$ cat src/include/ext_event_cfg.svh
// constants for the outside-event interrupt status block
// assumes a 32-bit AHB-Lite bus with word registers
//
// Function
// RULE1: outside-event register at index 24h, read/write, resets to zero.
// RULE2: software writes zero to reserved bits 31:24.
// RULE3: eight outside event inputs, numbered 0 to 7, are interrupt sources.
// RULE4: bit 23 is read-to-clear status for input 7.
// RULE5: bit 22 is read-to-clear status for input 6.
// RULE6: bits 21 down to 16 are read-to-clear status for inputs 5 down to 0.
// RULE7: each status flag clears on read; 1 means that input interrupted.
// RULE8: reading bits 23:16 clears per-input flags and the summary flag.
// RULE9: bits 15:8 show the same status without clearing anything.
// RULE10: summary flag sits at bit 10 of the status register at index 02h.
// RULE11: bits 7:0 enable each input; only enabled inputs interrupt.
// RULE12: each command register write always raises the interrupt.
// RULE13: interrupt stays high while any enabled status flag is set.
`ifndef EXT_EVENT_CFG_SVH
`define EXT_EVENT_CFG_SVH

// ------------------------------------------------------------
// register indices, byte address is four times the index
// ------------------------------------------------------------
`define EXT_REG_IDX     10'h024
`define TOP_REG_IDX     10'h002
`define IRQ_STAT_IDX    10'h028
`define IRQ_CLR_IDX     10'h029
`define IRQ_EN_IDX      10'h02A

// ------------------------------------------------------------
// field positions and reset values
// ------------------------------------------------------------
`define EXT_EN_LSB      0
`define EXT_VIEW_LSB    8
`define EXT_STAT_LSB    16
`define EXT_RSVD_LSB    24
`define TOP_CMD_BIT     0
`define TOP_EXT_BIT     10
`define STAT_LANE       2
`define CMD_LANE        0
`define EN_LANE         0
`define IRQ_EXT_BIT     0
`define IRQ_CMD_BIT     1
`define EN_RESET        8'h00
`define STAT_RESET      8'h00
`define IRQ_RESET       2'h0
`define WORD_ZERO       32'h0000_0000
`define RESP_OKAY       1'b0

`endif

$ cat src/include/ext_event_pkg.sv
// types shared by the outside-event block and its bus port
// assumes ext_event_cfg.svh supplies the numeric constants
package ext_event_pkg;
	typedef logic [7:0]  event_vec_t;
	typedef logic [31:0] word_t;
	typedef logic [9:0]  word_idx_t;
	typedef logic [3:0]  lanes_t;
	typedef logic [1:0]  irq_vec_t;
	typedef enum logic {PH_IDLE, PH_WRITE} phase_t;
endpackage

$ cat src/rtl/ahb_word_port.sv
// AHB-Lite slave front end: decodes transfers into word requests
// assumes one slave on the bus; never inserts wait states
`timescale 1ns/10ps
`include "ext_event_cfg.svh"
module ahb_word_port (
	input  wire logic                    hclk,      // bus clock
	input  wire logic                    hresetn,   // async reset, low
	input  wire logic                    hsel,      // slave select
	input  wire ext_event_pkg::word_t    haddr,     // byte address
	input  wire logic [1:0]              htrans,    // transfer type
	input  wire logic                    hwrite,    // write flag
	input  wire logic [2:0]              hsize,     // transfer size
	input  wire logic                    hready,    // bus ready
	output logic                         hreadyout, // slave ready
	output logic                         hresp,     // response
	output logic                         rd_req,    // read accepted
	output ext_event_pkg::word_idx_t     rd_word,   // read word index
	output ext_event_pkg::lanes_t        rd_lanes,  // read byte lanes
	output logic                         wr_req,    // write data phase
	output ext_event_pkg::word_idx_t     wr_word,   // write word index
	output ext_event_pkg::lanes_t        wr_lanes   // write byte lanes
);
	import ext_event_pkg::*;

	phase_t    phase_q;
	word_idx_t wr_word_q;
	lanes_t    wr_lanes_q;
	lanes_t    lanes;
	logic      take;

	// ------------------------------------------------------------
	// address phase
	// ------------------------------------------------------------
	always_comb begin
		case (hsize)
			3'h0:    lanes = lanes_t'(4'h1 << haddr[1:0]);
			3'h1:    lanes = haddr[1] ? 4'hC : 4'h3;
			default: lanes = 4'hF;
		endcase
	end

	assign take      = hsel && hready && htrans[1];
	assign rd_req    = take && !hwrite;
	assign rd_word   = haddr[11:2];
	assign rd_lanes  = lanes;
	assign hreadyout = 1'b1;
	assign hresp     = `RESP_OKAY;

	// ------------------------------------------------------------
	// data phase of writes
	// ------------------------------------------------------------
	always_ff @(posedge hclk or negedge hresetn) begin
		if (!hresetn) begin
			phase_q <= PH_IDLE;
		end else begin
			case (phase_q)
				PH_IDLE,
				PH_WRITE: phase_q <= (take && hwrite) ? PH_WRITE : PH_IDLE;
				default:  phase_q <= PH_IDLE;
			endcase
		end
	end

	always_ff @(posedge hclk or negedge hresetn) begin
		if (!hresetn) begin
			wr_word_q  <= '0;
			wr_lanes_q <= '0;
		end else if (take && hwrite) begin
			wr_word_q  <= haddr[11:2];
			wr_lanes_q <= lanes;
		end
	end

	assign wr_req   = (phase_q == PH_WRITE);
	assign wr_word  = wr_word_q;
	assign wr_lanes = wr_lanes_q;
endmodule

$ cat src/rtl/ext_event_smi.sv
// outside-event interrupt status register with AHB-Lite access
// assumes event inputs and command pulse are synchronous to hclk
`timescale 1ns/10ps
`include "ext_event_cfg.svh"
module ext_event_smi #(
	parameter int N_EVENTS = 8 // number of outside event inputs
) (
	input  wire logic                    hclk,                // clock
	input  wire logic                    hresetn,             // reset, low
	input  wire logic                    hsel,                // slave select
	input  wire ext_event_pkg::word_t    haddr,               // address
	input  wire logic [1:0]              htrans,              // transfer
	input  wire logic                    hwrite,              // write flag
	input  wire logic [2:0]              hsize,               // size
	input  wire logic                    hready,              // bus ready
	input  wire ext_event_pkg::word_t    hwdata,              // write data
	output ext_event_pkg::word_t         hrdata,              // read data
	output logic                         hreadyout,           // ready out
	output logic                         hresp,               // response
	input  wire ext_event_pkg::event_vec_t outside_event_inputs, // events
	input  wire logic                    power_mgmt_command_write, // pulse
	output logic                         system_mgmt_interrupt, // level
	output logic                         event_irq            // level
);
	import ext_event_pkg::*;

	logic       rd_req;
	word_idx_t  rd_word;
	lanes_t     rd_lanes;
	logic       wr_req;
	word_idx_t  wr_word;
	lanes_t     wr_lanes;

	event_vec_t enable_q;
	event_vec_t status_q;
	event_vec_t prev_q;
	event_vec_t rise;
	event_vec_t rise_set;
	logic       top_q;
	logic       cmd_q;
	irq_vec_t   irq_stat_q;
	irq_vec_t   irq_en_q;
	irq_vec_t   irq_events;
	irq_vec_t   irq_clear;
	word_t      hrdata_q;
	word_t      rd_val;

	logic       ext_rd;
	logic       stat_rd_clr;
	logic       top_rd;
	logic       cmd_rd_clr;
	logic       ext_wr;

	// ------------------------------------------------------------
	// bus front end
	// ------------------------------------------------------------
	ahb_word_port u_port (
		.hclk      (hclk),
		.hresetn   (hresetn),
		.hsel      (hsel),
		.haddr     (haddr),
		.htrans    (htrans),
		.hwrite    (hwrite),
		.hsize     (hsize),
		.hready    (hready),
		.hreadyout (hreadyout),
		.hresp     (hresp),
		.rd_req    (rd_req),
		.rd_word   (rd_word),
		.rd_lanes  (rd_lanes),
		.wr_req    (wr_req),
		.wr_word   (wr_word),
		.wr_lanes  (wr_lanes)
	);

	assign ext_rd      = rd_req && (rd_word == `EXT_REG_IDX);
	// only a read that covers the status byte clears it, so a byte
	// read of the view lane leaves the interrupt pending
	assign stat_rd_clr = ext_rd && rd_lanes[`STAT_LANE]; // RULE8 RULE9
	assign top_rd      = rd_req && (rd_word == `TOP_REG_IDX);
	assign cmd_rd_clr  = top_rd && rd_lanes[`CMD_LANE];
	assign ext_wr      = wr_req && (wr_word == `EXT_REG_IDX);

	// ------------------------------------------------------------
	// event capture
	// ------------------------------------------------------------
	always_ff @(posedge hclk or negedge hresetn) begin
		if (!hresetn) begin
			prev_q <= `STAT_RESET;
		end else begin
			prev_q <= outside_event_inputs;
		end
	end

	// an assertion is the low-to-high change of an input
	assign rise     = outside_event_inputs & ~prev_q; // RULE3
	assign rise_set = rise & enable_q;                // RULE11

	// ------------------------------------------------------------
	// enables, bits 7:0
	// ------------------------------------------------------------
	always_ff @(posedge hclk or negedge hresetn) begin
		if (!hresetn) begin
			enable_q <= `EN_RESET; // RULE1
		end else if (ext_wr && wr_lanes[`EN_LANE]) begin
			enable_q <= hwdata[`EXT_EN_LSB +: 8]; // RULE11
		end
	end

	// ------------------------------------------------------------
	// per-input status, bit 16+i; a new event beats the read clear
	// ------------------------------------------------------------
	genvar gi;
	generate
		for (gi = 0; gi < N_EVENTS; gi++) begin : g_stat
			always_ff @(posedge hclk or negedge hresetn) begin
				if (!hresetn) begin
					status_q[gi] <= 1'b0; // RULE1
				end else if (rise_set[gi]) begin
					status_q[gi] <= 1'b1; // RULE4 RULE5 RULE6
				end else if (stat_rd_clr) begin
					status_q[gi] <= 1'b0; // RULE7
				end
			end
		end
	endgenerate

	// ------------------------------------------------------------
	// summary flag and command flag
	// ------------------------------------------------------------
	always_ff @(posedge hclk or negedge hresetn) begin
		if (!hresetn) begin
			top_q <= 1'b0;
		end else if (|rise_set) begin
			top_q <= 1'b1; // RULE10
		end else if (stat_rd_clr) begin
			top_q <= 1'b0; // RULE8
		end
	end

	always_ff @(posedge hclk or negedge hresetn) begin
		if (!hresetn) begin
			cmd_q <= 1'b0;
		end else if (power_mgmt_command_write) begin
			cmd_q <= 1'b1; // RULE12
		end else if (cmd_rd_clr) begin
			cmd_q <= 1'b0;
		end
	end

	// the command source bypasses the enables on purpose
	assign system_mgmt_interrupt = (|(status_q & enable_q)) | cmd_q; // RULE13

	// ------------------------------------------------------------
	// interrupt status, clear and enable
	// ------------------------------------------------------------
	assign irq_events[`IRQ_EXT_BIT] = |rise_set;
	assign irq_events[`IRQ_CMD_BIT] = power_mgmt_command_write;
	assign irq_clear = (wr_req && (wr_word == `IRQ_CLR_IDX) && wr_lanes[0])
		? hwdata[1:0] : `IRQ_RESET;

	always_ff @(posedge hclk or negedge hresetn) begin
		if (!hresetn) begin
			irq_stat_q <= `IRQ_RESET;
		end else begin
			irq_stat_q <= irq_events | (irq_stat_q & ~irq_clear);
		end
	end

	always_ff @(posedge hclk or negedge hresetn) begin
		if (!hresetn) begin
			irq_en_q <= `IRQ_RESET;
		end else if (wr_req && (wr_word == `IRQ_EN_IDX) && wr_lanes[0]) begin
			irq_en_q <= hwdata[1:0];
		end
	end

	assign event_irq = |(irq_stat_q & irq_en_q);

	// ------------------------------------------------------------
	// read data, loaded at the address phase edge
	// ------------------------------------------------------------
	always_comb begin
		rd_val = `WORD_ZERO;
		case (rd_word)
			`EXT_REG_IDX: begin
				// reserved byte always reads zero whatever was written
				rd_val[`EXT_EN_LSB +: 8]   = enable_q;
				rd_val[`EXT_VIEW_LSB +: 8] = status_q; // RULE9
				rd_val[`EXT_STAT_LSB +: 8] = status_q; // RULE7
			end
			`TOP_REG_IDX: begin
				rd_val[`TOP_EXT_BIT] = top_q; // RULE10
				rd_val[`TOP_CMD_BIT] = cmd_q;
			end
			`IRQ_STAT_IDX: rd_val[1:0] = irq_stat_q;
			`IRQ_EN_IDX:   rd_val[1:0] = irq_en_q;
			default:       rd_val = `WORD_ZERO;
		endcase
	end

	always_ff @(posedge hclk or negedge hresetn) begin
		if (!hresetn) begin
			hrdata_q <= `WORD_ZERO;
		end else if (rd_req) begin
			hrdata_q <= rd_val;
		end
	end

	assign hrdata = hrdata_q;
endmodule

$ cat config.mk
export PLATFORM = sky130hd
export DESIGN_NAME = ext_event_smi
export DESIGN_NICKNAME = d
export VERILOG_FILES = /design/src/include/ext_event_pkg.sv /design/src/rtl/ahb_word_port.sv /design/src/rtl/ext_event_smi.sv
export VERILOG_INCLUDE_DIRS = /design/src /design/src/include
export SDC_FILE = /design/constraint.sdc
export NUM_CORES = 1
export LEC_CHECK = 0
export ABC_AREA = 1
export ABC_CLOCK_PERIOD_IN_PS = 1800
export BUFFER_PORTS_ARGS = -buffer_cell sky130_fd_sc_hd__buf_2
export CORE_ASPECT_RATIO = 1.1
export CORE_MARGIN = 4
export CORE_UTILIZATION = 51
export CTS_CLUSTER_DIAMETER = 50
export DETAILED_ROUTE_END_ITERATION = 8
export PLACE_DENSITY = 0.85
export RECOVER_POWER = 50
export SETUP_SLACK_MARGIN = 0.02
export SKIP_LAST_GASP = 1
export SYNTH_ARGS = -nofsm -noshare
export SYNTH_HDL_FRONTEND = slang
export SYNTH_SLANG_ARGS = --single-unit
$ cat constraint.sdc
create_clock -name hclk -period 1.8 [get_ports hclk]
set_input_delay 0.09 -clock hclk [delete_from_list [all_inputs] [get_ports hclk]]
set_output_delay 0.09 -clock hclk [all_outputs]
set_load 0.01 [all_outputs]
======== After elaboration in Yosys (flattened, before gate mapping) ========
Index checks and enable logic that the tools add are counted.
word-level totals
  bits in registers ....................... 66
  bits in latches ......................... 0
  bits in writable memories ............... 0
  ROM bits ................................ 0
  input port bits ......................... 83
  output and inout bits ................... 36
  logic and storage cells ................. 86
  memories ................................ 0
cells by class
  $add $sub $neg .......................... 0
  $mul .................................... 0
  divide/modulo/power cells ............... 0
  order comparisons ....................... 0
  equality and inequality tests ........... 8
  shift operators ......................... 1
  mux-type cells .......................... 21
  bitwise gates (word level) .............. 9
  reductions and logical operators ........ 29
operator list
  kind                 number
  $eq 10x6->1 const B  6
  $and 8x8->8          3
  $reduce_bool 2->1    10
  $reduce_or 8->1      2
  $logic_and 1x1->1    14
  $mux 1               13
  $mux 13              1
  $eq 10x2->1 const B  1
  $mux 8               1
  $not 8->8            1
  $pmux 3 s2           1
  $and 2x2->2          2
  $pmux 1 s4           1
  $eq 3x1->1 const B   1
  $logic_not 3->1      1
  $mux 3               1
  $pmux 1 s3           1
  $shl 1x2->3 const A  1
  $mux 2               1
  $not 2->2            1
  $or 2x2->2           1
  $pmux 1 s2           1
  $reduce_or 2->1      1
  $logic_not 1->1      1
  $or 1x1->1           1

======== Longest topological paths before layout ========
Gate-level depths: netlist of run 1.
  depth after elaboration ................. 7
  depth in mapped cells ................... 8
  gate-level depth less buffers ........... 8

======== Hierarchy ========
From an unflattened synthesis of run 1, not the netlist that was laid out.
second synthesis, totals
  cell total of the unflattened synthesis .. 331
  area total of the unflattened synthesis .. 2,966.6 um2
modules (own cells, without submodules)
  module         instances  cells each  area each (um2)  sequential area each (um2)
  ext_event_smi  1          241         2,237.1          1,176.1
  ahb_word_port  1          90          729.4            375.4

======== Worst setup path after synthesis of run 1 ========
Ideal clock, no wire load.
  kind .................................... flip-flop to flip-flop
  start ................................... register u_port.wr_word_q[9] (netlist: u_port.wr_word[9])
  end ..................................... register enable_q[0]
  library setup time ...................... 0.117 ns
  arrival ................................. 1.136 ns
  required time ........................... 1.683 ns
  setup slack ............................. 0.547 ns
  stages on the path, launching flop included .. 7
  buffers on the path ..................... 0
  period minus slack after synthesis ...... 1.253 ns
  cells stage by stage .................... dfrtp_1 -> nor2_2 -> nand2_2 -> nor4_4 -> nand2_4 -> nand2_1 -> nand2_1
on the way
  cells in the longest elaborated chain, start to end .. 3
ends and longest elaborated chain
  item                          line                  text
  from (decl)                   ahb_word_port.sv:26   word_idx_t wr_word_q;
  from (signal assigned)        ahb_word_port.sv:69   wr_word_q <= haddr[11:2];
  $eq 10x6->1 (no source line)  n/a
  $logic_and 1x1->1             ext_event_smi.sv:82   assign ext_wr = wr_req && (wr_word == `EXT_REG_IDX);
  $logic_and 1x1->1             ext_event_smi.sv:105  end else if (ext_wr && wr_lanes[`EN_LANE]) begin
  to (signal assigned)          ext_event_smi.sv:104  enable_q <= `EN_RESET;
  to (signal assigned)          ext_event_smi.sv:106  enable_q <= hwdata[`EXT_EN_LSB +: 8];
  to (decl)                     ext_event_smi.sv:34   event_vec_t enable_q;
No other way between the ends.
A chain may end at the register's enable or synchronous reset.

======== Worst setup path after layout of run 1 ========
  start ................................... input port haddr[8]
  end ..................................... register status_q[4]
on the way
  cells in the longest elaborated chain, start to end .. 4
ends and longest elaborated chain
  item                                line                  text
  from (decl)                         ext_event_smi.sv:11   input wire ext_event_pkg::word_t haddr,
  $eq 10x6->1                         n/a
  $logic_and 1x1->1                   ext_event_smi.sv:76   assign ext_rd = rd_req && (rd_word == `EXT_REG_IDX);
  $logic_and 1x1->1                   ext_event_smi.sv:79   assign stat_rd_clr = ext_rd && rd_lanes[`STAT_LANE];
  $reduce_bool 2->1 (no source line)  n/a
  to (signal, indexed assignment)     ext_event_smi.sv:118  status_q[gi] <= 1'b0;
  to (signal, indexed assignment)     ext_event_smi.sv:120  status_q[gi] <= 1'b1;
  to (signal, indexed assignment)     ext_event_smi.sv:122  status_q[gi] <= 1'b0;
  to (decl)                           ext_event_smi.sv:35   event_vec_t status_q;
No other way between the ends.

==> reports/results.ini, run 1 <==
[outcome]
outcome=complete, no violations

[setup_path]
critPathCaptureType=flip-flop
r2r_slack_ns=0.36
path_class=in2reg
worstPathMaxFanout=8
startpoint_type=primary input
worstPathArrival_ns=1.73
critPathRequiredTime_ns=1.99

[clock_network]
cts-root-buf=clkbuf_8
h-tree-depth=3
cts_tree=built
path_clk_slew_ns=0.07
insertion_delay_ns=0.32
numCtsBuffers=9
cts.path.max_buffers=2
clock_sinks=59

[timing]
rsz0062_at_grt=no
slew_headroom_pct=37.0
finalSetupViolCount=0
finalCritPeriodShare_pct=85.4
finalHoldViolCount=0
drv_slew=0
finalSetupTns_ns=0
max_freq_ghz=0.651
worstMarginPinSlew_ns=0.944
fin_skew_ns=0.0123
finalCriticalPeriod_ns=1.54

[place]
placedCellCount=420
place_area_mm2=0.00301
gp_congestion=0.853
dp_hpwl_mm=4.39
portBuffers=63

[floorplan]
io_pins=119
std_cell_rows=27
die_area_mm2=0.00650
die_x_um=77.3
core_mm2=0.00507
start_util_pct=53.1
die_h_um=84.2

[run]
drv_cap=0

[global_routing]
grt_first_pass_wirelength_mm=9.92
grt_start_max_net_pins=28
antenna_found_initial=0
gr-total-overflow=0
grt_pass1_vias=2169
grt.total_usage_pct=19.3

[yosys]
syn_area_mm2=0.00269
ys_ff_latch=59
syn_inst=307
netlist-cell-type-count=29
avgSynthCellArea_um2=8.77
yosysWarnings=0
yosysSeqAreaShare_pct=54.9

[drt]
drtPass1Iterations=5
drtAntennaViolNets=0
dr.first_iter.drc_count=170
drc=0
viasPerCell=5.06
vias=2284
wl_per_cell_um=13.5
totalWireLength_mm=6.10

[cells_and_area]
layout_commonest_cell=nand2_1
area_growth_pct=24.6
antennaDiodeCount=0
stdcell_count=451
nets=471
fin_util_pct=66.2
design_area_mm2=0.00335
layout-drive-gt1-share_pct=23.4
final_cell_mix=nand2_1, dfrtp_1, buf_2

[power_and_ir_drop]
p_per_area_mw_per_mm2=909
irDropWorstVdd_v=0.000518
leakagePower_nw=1.80

[hold_path]
hold_path_class=in2reg

==> critical path, stage by stage <==
cell	delay, ns
dlygate4sd3_1	0.55
buf_2	0.14
nor2_2	0.12
inv_1	0.07
nor2_1	0.17
nand4_1	0.16
nor2_2	0.28
o21ai_0	0.15
==> metal layers <==
layer	global-route usage [%]	part of all wire [%]
met1	24.7	43
met2	30.3	48
met3	3.86	5.8
met4	11.3	2.5
met5	0	0
==> registers in the layout, indices dropped and copies added, names as in the netlist <==
| name | count |
|---|---|
| irq_stat_q | 2 |
| status_q | 8 |
| top_q | 1 |
| u_port.wr_lanes | 1 |
| enable_q | 8 |
| u_port.wr_req | 1 |
| irq_en_q | 2 |
| prev_q | 8 |
| hrdata | 17 |
| cmd_q | 1 |
| u_port.wr_word | 10 |
==> cell families (layout without fill, tap and decap cells) <==
logic type | after synthesis | after routing | share of synthesized area, %
AND/OR/NAND/NOR | 150 | 150 | 25.4
buffers and inverters | 55 | 133 | 10.4
other | 2 | 10 | 0.279
flip-flops | 59 | 59 | 54.9
AO/OA/AOI/OAI | 41 | 41 | 9.07
==> report_power, final <==
group / leakage [nW] / internal [mW] / switching [mW]
Sequential: 0.673 / 1.39 / 0.0483
Clock: 0.113 / 0.853 / 0.495
Combinational: 1.02 / 0.101 / 0.159
Total: 1.80 / 2.35 / 0.703
==> final timing paths <==
| path | from | end | cells after the start |
|---|---|---|---|
| max | haddr[8] | status_q[4] | 8 |
| min in group asynchronous | hresetn | u_port.wr_lanes[0] | 2 |
| min | hwdata[5] | enable_q[5] | 3 |
| max in group asynchronous | hresetn | irq_stat_q[1] | 3 |
| min reg2reg | hrdata[18] | hrdata[18] | 2 |
| max reg2reg | u_port.wr_word[7] | irq_en_q[1] | 6 |
==> Yosys cell counts <==
cell | number | area, um^2
nor2_4 | 1 | 11.3
nand2_1 | 84 | 315
a22o_1 | 1 | 8.76
a21boi_0 | 1 | 7.51
nand3b_1 | 6 | 45.0
o21ai_2 | 7 | 61.3
a31oi_1 | 1 | 6.26
conb_1 | 2 | 7.51
nor2_1 | 21 | 78.8
nor4_4 | 1 | 21.3
inv_1 | 32 | 120
buf_6 | 1 | 11.3
nand2_2 | 1 | 6.26
a221oi_1 | 1 | 8.76
nor3_1 | 1 | 5.00
inv_2 | 2 | 7.51
nand4_1 | 6 | 37.5
nand3_2 | 1 | 10.0
a21oi_1 | 2 | 10.0
buf_4 | 17 | 128
buf_2 | 2 | 10.0
nand2_4 | 1 | 11.3
o21ai_0 | 20 | 100
o21ai_1 | 7 | 35.0
o22ai_1 | 1 | 6.26
clkbuf_1 | 1 | 3.75
nor2_2 | 5 | 31.3
dfrtp_1 | 59 | 1480
nand3_1 | 22 | 110
==> stage by stage <==
step           power [mW]  hold slack (ns)  setup slack [ns]
6_report             3.05           0.0103             0.264
3_5_place_dp         1.70           0.0449             0.370
4_1_cts              3.07          0.00155             0.305
5_1_grt              3.17          0.00831            0.0712
2_1_floorplan        1.60           -0.206             0.547
3_3_place_gp         1.69           0.0405             0.394
==> what timing repair did <==
item                                    CTS  global route
setup buffers                             0             0
endpoints found under the hold margin    31             0
gates resized for setup                   0             0
hold buffers                             15             0
endpoints found under the setup margin    0             0
==> layout make-up <==
cell class / count / area (um^2)
sequential: 59 / 1480
clock inverter: 4 / 72.6
inverter: 34 / 128
clock buffer: 12 / 155
multi-input combinational: 201 / 965
fill: 397 / 1710
tap: 58 / 72.6
timing repair buffer: 83 / 485
(Power assumes the default switching activity.)
==> run 2, diff against run 1 <==
--- a/config.mk
+++ b/config.mk
@@ -7,7 +7,6 @@
 export NUM_CORES = 1
 export LEC_CHECK = 0
 export ABC_AREA = 1
-export ABC_CLOCK_PERIOD_IN_PS = 1800
 export BUFFER_PORTS_ARGS = -buffer_cell sky130_fd_sc_hd__buf_2
 export CORE_ASPECT_RATIO = 1.1
 export CORE_MARGIN = 4
@@ -16,7 +15,8 @@
 export DETAILED_ROUTE_END_ITERATION = 8
 export PLACE_DENSITY = 0.85
 export RECOVER_POWER = 50
-export SETUP_SLACK_MARGIN = 0.02
+export REMOVE_ABC_BUFFERS = 1
+export SETUP_SLACK_MARGIN = 0.2
 export SKIP_LAST_GASP = 1
 export SYNTH_ARGS = -nofsm -noshare
 export SYNTH_HDL_FRONTEND = slang
==> run 2 against run 1 <==
  * Critical path depth increased by 1
  * Via count increased by 0.92%
  * Clock power decreased by 5%
  * Sequential share of layout area decreased by 0.66 points
  * Final cell count increased by 1.3%
  * Critical endpoint is now top_q
  * Count of clock-buffer cells in the layout decreased by 1
  * Critical path type unchanged
  * Final area increased by 1.5%
  * Setup slack improved by 0.052 ns
  * Non-clock buffer count increased by 6
==> reports/results.ini, run 2 (synthesized netlist as in run 1, its figures left out) <==
[global_routing]
use_met1_pct=25.2  ; +0.55 points
grt_use_met2_pct=33.8  ; +3.5 points
grt.total_usage_pct=20.4  ; +1.1 points
grt_first_pass_wirelength_mm=10.5  ; +5.6%
gr-total-overflow=0  ; unchanged
busiest_layer=met2
grt_pass1_vias=2267  ; +4.5%
antenna_found_initial=0  ; unchanged
grt_start_max_net_pins=60  ; +110%
grt_use_met3_pct=4.83  ; +0.97 points

[cells_and_area]
multi_input_area_um2=975  ; +1.0%
antennaDiodeCount=0  ; unchanged
n_fill_cell=410  ; +3.3%
design_area_mm2=0.00341  ; +1.5%
regArea_mm2=0.00148  ; unchanged
area_growth_pct=26.5
final_cell_mix=nand2_1, dfrtp_1, buf_2
nets=477  ; +1.3%
largest_reg_flops=17  ; unchanged
layout-drive-gt1-share_pct=23.8  ; +0.40 points
layout_commonest_cell=nand2_1

[hold_path]
hold_path_class=in2reg

[floorplan]
die_area_mm2=0.00650  ; unchanged
io_pins=119  ; unchanged
die_x_um=77.3  ; unchanged
start_util_pct=53.1  ; unchanged
std_cell_rows=27  ; unchanged
core_mm2=0.00507  ; unchanged
die_h_um=84.2  ; unchanged

[drt]
vias=2305  ; +0.92%
viasPerCell=5.04  ; -0.41%
drtAntennaViolNets=0  ; unchanged
wl_per_cell_um=13.7  ; +1.4%
totalWireLength_mm=6.27  ; +2.7%
drtPass1Iterations=4  ; -1
dr.first_iter.drc_count=249  ; +46%
drc=0  ; unchanged

[power_and_ir_drop]
p_per_area_mw_per_mm2=883  ; -2.8%
seq_power_share_pct=47.9  ; +0.7 points
power.switching_uw=725  ; +3.1%
comb_power_share_pct=9.4  ; +0.9 points
clkPwrFrac_pct=42.7  ; -1.5 points
leakagePower_nw=1.83  ; +1.4%
irDropWorstVdd_v=0.000567  ; +9.5%
p_int_mw=2.28  ; -2.7%
p_sw_share_pct=24.1  ; +1.0 points

[timing]
worstMarginPinSlew_ns=0.779  ; -0.165 ns
finalSetupTns_ns=0  ; unchanged
finalCriticalPeriod_ns=1.48  ; -0.0524 ns
fin_skew_ns=0.00765  ; -0.00462 ns
drv_slew=0  ; unchanged
finalHoldViolCount=0  ; unchanged
max_freq_ghz=0.674  ; +3.5%
slew_headroom_pct=48.1  ; +11 points
finalCritPeriodShare_pct=82.4  ; -2.9 points
finalSetupViolCount=0  ; unchanged
rsz0062_at_grt=no
timing.hold.ws_ns=0.00859  ; -0.00174 ns

[setup_path]
path_class=in2reg
endpoint=top_q
reg2reg_to=enable_q[5]
startpoint=haddr[9]
startpoint_type=primary input
critPathCaptureType=flip-flop
ff2ff_path_depth=7  ; +1
worstPathArrival_ns=1.69  ; -0.04 ns
critPathRequiredTime_ns=2.01  ; +0.02 ns
worstPathMaxFanout=14  ; +6
r2r_slack_ns=0.43  ; +0.07 ns
reg2reg_from=u_port.wr_word[7]

[clock_network]
insertion_delay_ns=0.33  ; about the same
h-tree-depth=3  ; unchanged
path_clk_slew_ns=0.07  ; about the same
numCtsBuffers=9  ; unchanged
cts-root-buf=clkbuf_8
cts_tree=built
clock_sinks=59  ; unchanged
cts.path.max_buffers=2  ; unchanged

[run]
drv_cap=0  ; unchanged

[place]
gp_congestion=0.856  ; +0.39%
portBuffers=63  ; unchanged
dp_hpwl_mm=4.54  ; +3.5%
place_area_mm2=0.00300  ; -0.25%

[outcome]
outcome=complete, no violations

-- run 2: cell types whose count changed in the layout (fill, tap and decap cells not counted), sizes merged --
| cell | delta |
|---|---|
| buf | +5 |
| clkbuf | -4 |
| dlygate4sd3 | +4 |
| clkinv | +1 |
-- run 2: worst max-delay path: stages --
cell and delay (ns):
dlygate4sd3_1 0.53, buf_2 0.13, nor2_2 0.15, nand2_1 0.11, nor2_4 0.14, nand3_2 0.09
buf_4 0.21, o21ai_0 0.17, nand2_1 0.07
-- run 2: layout make-up --
class                      instances  share of cell area (%)
clock buffer                      11                    3.86
multi-input combinational        201                    28.6
clock inverter                     5                    2.28
tap                               58                    2.13
sequential                        59                    43.4
timing repair buffer              89                    16.0
inverter                          34                    3.75
-- run 2: how the worst min path moves through the flow --
stage,from,endpoint,slack (ns),cells after the start
2_1_floorplan,hresetn,cmd_q,-0.21,0
3_3_place_gp,hresetn,hrdata[22],0.11,2
3_5_place_dp,hresetn,hrdata[22],0.12,2
4_1_cts,hwdata[0],enable_q[0],0.0007,3
5_1_grt,hwdata[0],enable_q[0],0.01,3
6_report,hwdata[0],enable_q[0],0.009,3
-- run 2: timing repair --
action / 4_1_cts / 5_1_grt
endpoints found under the setup margin: 0 / 7
resized for setup: 0 / 2
endpoints found under the hold margin: 78 / 0
hold buffers: 19 / 0
setup buffers: 0 / 3
-- run 2: metal layers --
metal | routed length (um) | share of wire, %
met5 | 0 | 0
met4 | 125 | 2.0
met3 | 380 | 6.1
met2 | 3100 | 49
met1 | 2660 | 42
-- run 2: stage by stage --
step | std cells | utilization [%] | total power, mW | setup slack (ns)
final | 457 | 67.2 | 3.01 | 0.316
after global placement | 419 | 59.2 | 1.69 | 0.395
after floorplan | 294 | - | 1.58 | 0.547
after CTS | 454 | 67.1 | 3.02 | 0.313
after detailed placement | 419 | 59.2 | 1.71 | 0.344
after global routing | 457 | 67.2 | 3.16 | 0.177
-- run 2: power groups by stage --
| stage | combinational (mW) | clock [mW] | sequential [mW] |
|---|---|---|---|
| detailed placement | 0.245 | 0 | 1.46 |
| global placement | 0.231 | 0 | 1.46 |
| global route | 0.321 | 1.39 | 1.45 |
| CTS | 0.278 | 1.30 | 1.44 |
| finish | 0.284 | 1.28 | 1.44 |
| floorplan | 0.128 | 0 | 1.45 |
==> run 3, diff against run 2 <==
--- a/config.mk
+++ b/config.mk
@@ -10,10 +10,10 @@
 export BUFFER_PORTS_ARGS = -buffer_cell sky130_fd_sc_hd__buf_2
 export CORE_ASPECT_RATIO = 1.1
 export CORE_MARGIN = 4
-export CORE_UTILIZATION = 51
+export CORE_UTILIZATION = 47
 export CTS_CLUSTER_DIAMETER = 50
 export DETAILED_ROUTE_END_ITERATION = 8
-export PLACE_DENSITY = 0.85
+export PLACE_DENSITY = 0.8
 export RECOVER_POWER = 50
 export REMOVE_ABC_BUFFERS = 1
 export SETUP_SLACK_MARGIN = 0.2
==> constraint.sdc (replaced) <==
create_clock -name hclk -period 1.5 [get_ports hclk]
set_input_delay 0.075 -clock hclk [delete_from_list [all_inputs] [get_ports hclk]]
set_output_delay 0.075 -clock hclk [all_outputs]
set_load 0.01 [all_outputs]
==> run 3 against run 2 <==
  * Wire length grew 8.6%
  * Flip-flop and latch count is the same
  * Setup slack lost 0.20 ns
  * Combinational power grew 30%
  * First-iteration DRC count shrank 47%
  * Hold slack gained 0.016 ns
  * Via count grew 5.2%
  * Clock skew grew 0.00084 ns
  * Clock power grew 29%
  * Register-to-register slack lost 0.24 ns
  * Final area grew 4.7%
==> reports/results.ini, run 3 (synthesized netlist as in run 1, its figures left out) <==
[power_and_ir_drop]
power.switching_uw=900  ; +24%
p_int_mw=2.85  ; +25%
leakagePower_nw=1.86  ; +1.9%
clkPwrFrac_pct=43.9  ; +1.2 points
comb_power_share_pct=9.8  ; +0.4 points
p_sw_share_pct=24.0  ; -0.091 points
seq_power_share_pct=46.2  ; -1.7 points
irDropWorstVdd_v=0.000519  ; -8.4%
p_per_area_mw_per_mm2=1050  ; +19%

[global_routing]
grt_pass1_vias=2272  ; +0.22%
grt.total_usage_pct=19.3  ; -1.1 points
gr-total-overflow=0  ; unchanged
antenna_found_initial=0  ; unchanged
grt_start_max_net_pins=25  ; -58%
grt_first_pass_wirelength_mm=10.3  ; -1.5%

[drt]
drtPass1Iterations=5  ; +1
vias=2425  ; +5.2%
drc=0  ; unchanged
viasPerCell=5.00  ; -0.87%
drtAntennaViolNets=0  ; unchanged
totalWireLength_mm=6.81  ; +8.6%
dr.first_iter.drc_count=133  ; -47%
wl_per_cell_um=14.0  ; +2.4%

[clock_network]
cts.path.max_buffers=2  ; unchanged
path_clk_slew_ns=0.07  ; about the same
cts-root-buf=clkbuf_8
insertion_delay_ns=0.35  ; +0.02 ns
clock_sinks=59  ; unchanged
cts_tree=built
h-tree-depth=3  ; unchanged
numCtsBuffers=9  ; unchanged

[setup_path]
worstPathCellList=a221oi_2 -> nand3_1 -> buf_2
cp_slowest_cell=dfrtp_1
worstPathArrival_ns=1.31  ; -0.38 ns
critPathCaptureType=output pin
worstPathMaxFanout=2  ; -12
path_class=reg2out
startpoint_type=flip-flop
critPathBufInv=1  ; -2
crit_family=flip-flops
critPathRequiredTime_ns=1.42  ; -0.59 ns
cpPeakStageDelay_ns=0.41  ; -0.12 ns

[cells_and_area]
nets=488  ; +2.3%
regArea_mm2=0.00148  ; unchanged
area_growth_pct=32.5
final_cell_mix=nand2_1, dfrtp_1, buf_2
largest_reg_flops=17  ; unchanged
layout-drive-gt1-share_pct=28.5  ; +4.7 points
n_fill_cell=453  ; +10%
multi_input_area_mm2=0.00101  ; +3.3%
antennaDiodeCount=0  ; unchanged
layout_commonest_cell=nand2_1

[timing]
finalCriticalPeriod_ns=1.38
finalSetupTns_ns=0  ; unchanged
fin_skew_ns=0.00849  ; +0.000840 ns
finalCritPeriodShare_pct=92.2
finalSetupViolCount=0  ; unchanged
fin_ws_ns=0.118  ; -0.198 ns
rsz0062_at_grt=yes
worstMarginPinSlew_ns=0.606  ; -0.173 ns
timing.hold.ws_ns=0.0249  ; +0.0163 ns
finalHoldViolCount=0  ; unchanged
drv_slew=0  ; unchanged
max_freq_ghz=0.723
slew_headroom_pct=59.6  ; +12 points

[outcome]
outcome=complete, no violations

[hold_path]
hold_path_class=in2reg

[floorplan]
std_cell_rows=28  ; +3.7%
io_pins=119  ; unchanged
die_area_mm2=0.00700  ; +7.6%
core_mm2=0.00547  ; +7.9%
die_h_um=87.4  ; +3.8%
start_util_pct=49.2  ; -3.9 points
die_x_um=80.2  ; +3.7%

[place]
dp_hpwl_mm=4.54  ; about the same
gp_congestion=0.868  ; +1.3%
portBuffers=63  ; unchanged
pre_cts_ws_ns=0.237  ; -0.107 ns

[run]
drv_cap=0  ; unchanged

==> run 3: cell count changes in the layout (fill, tap and decap cells not counted), sizes merged <==
cell         previous run  this run
buf                    61        63
clkbuf                 20        26
clkinv                  2         1
dlygate4sd3            19        23
==> run 3: worst paths after layout <==
| path | end | from | cells after the start | slack (ns) |
|---|---|---|---|---|
| worst min register to register | hrdata[10] | top_q | 2 | 0.48 |
| max in group asynchronous | top_q | hresetn | 3 | 0.35 |
| worst max-delay path | system_mgmt_interrupt | enable_q[7] | 3 | 0.12 |
| worst max register to register | top_q | enable_q[5] | 6 | 0.19 |
| worst min-delay path | u_port.wr_word[8] | haddr[10] | 3 | 0.02 |
| min in group asynchronous | u_port.wr_word[8] | hresetn | 2 | 0.28 |
==> run 3: area by class of cell <==
cell class | instances | area share [%]
tap | 75 | 2.63
timing repair buffer | 100 | 17.7
sequential | 59 | 41.4
multi-input combinational | 201 | 28.3
clock buffer | 12 | 4.35
clock inverter | 4 | 2.04
inverter | 34 | 3.58
==> run 3: worst min-delay path: stages <==
cell and delay, ns:
buf_2 0.11, inv_1 0.06, o21ai_0 0.08
==> run 3: layer usage <==
metal / global-route usage [%] / wire length (um) / up-vias
li1: - / - / 1154
met1: 24.1 / 2850 / 1172
met2: 31.0 / 3390 / 85
met3: 4.76 / 401 / 14
met4: 9.68 / 169 / 0
met5: 0 / 0 / -
==> run 3: timing repair <==
item	CTS	global route
setup endpoints to repair	1	14
pin swaps	0	9
hold endpoints to repair	47	0
gates cloned	0	0
buffers inserted	5	3
resized for setup	4	23
hold buffers	23	0
==> run 3: through the flow <==
stage	utilization, %	power [mW]	area [um^2]	std cells
2_1_floorplan	-	1.90	2570	294
3_3_place_gp	55.8	2.04	3050	438
3_5_place_dp	55.8	2.05	3050	438
4_1_cts	64.9	3.73	3550	482
5_1_grt	65.2	3.89	3560	485
6_report	65.2	3.75	3560	485
==> run 3: power groups by stage <==
stage | sequential (mW) | clock (mW) | combinational [mW]
2_1_floorplan | 1.74 | 0 | 0.154
3_3_place_gp | 1.75 | 0 | 0.288
3_5_place_dp | 1.76 | 0 | 0.298
4_1_cts | 1.73 | 1.65 | 0.356
5_1_grt | 1.74 | 1.73 | 0.416
6_report | 1.73 | 1.65 | 0.369
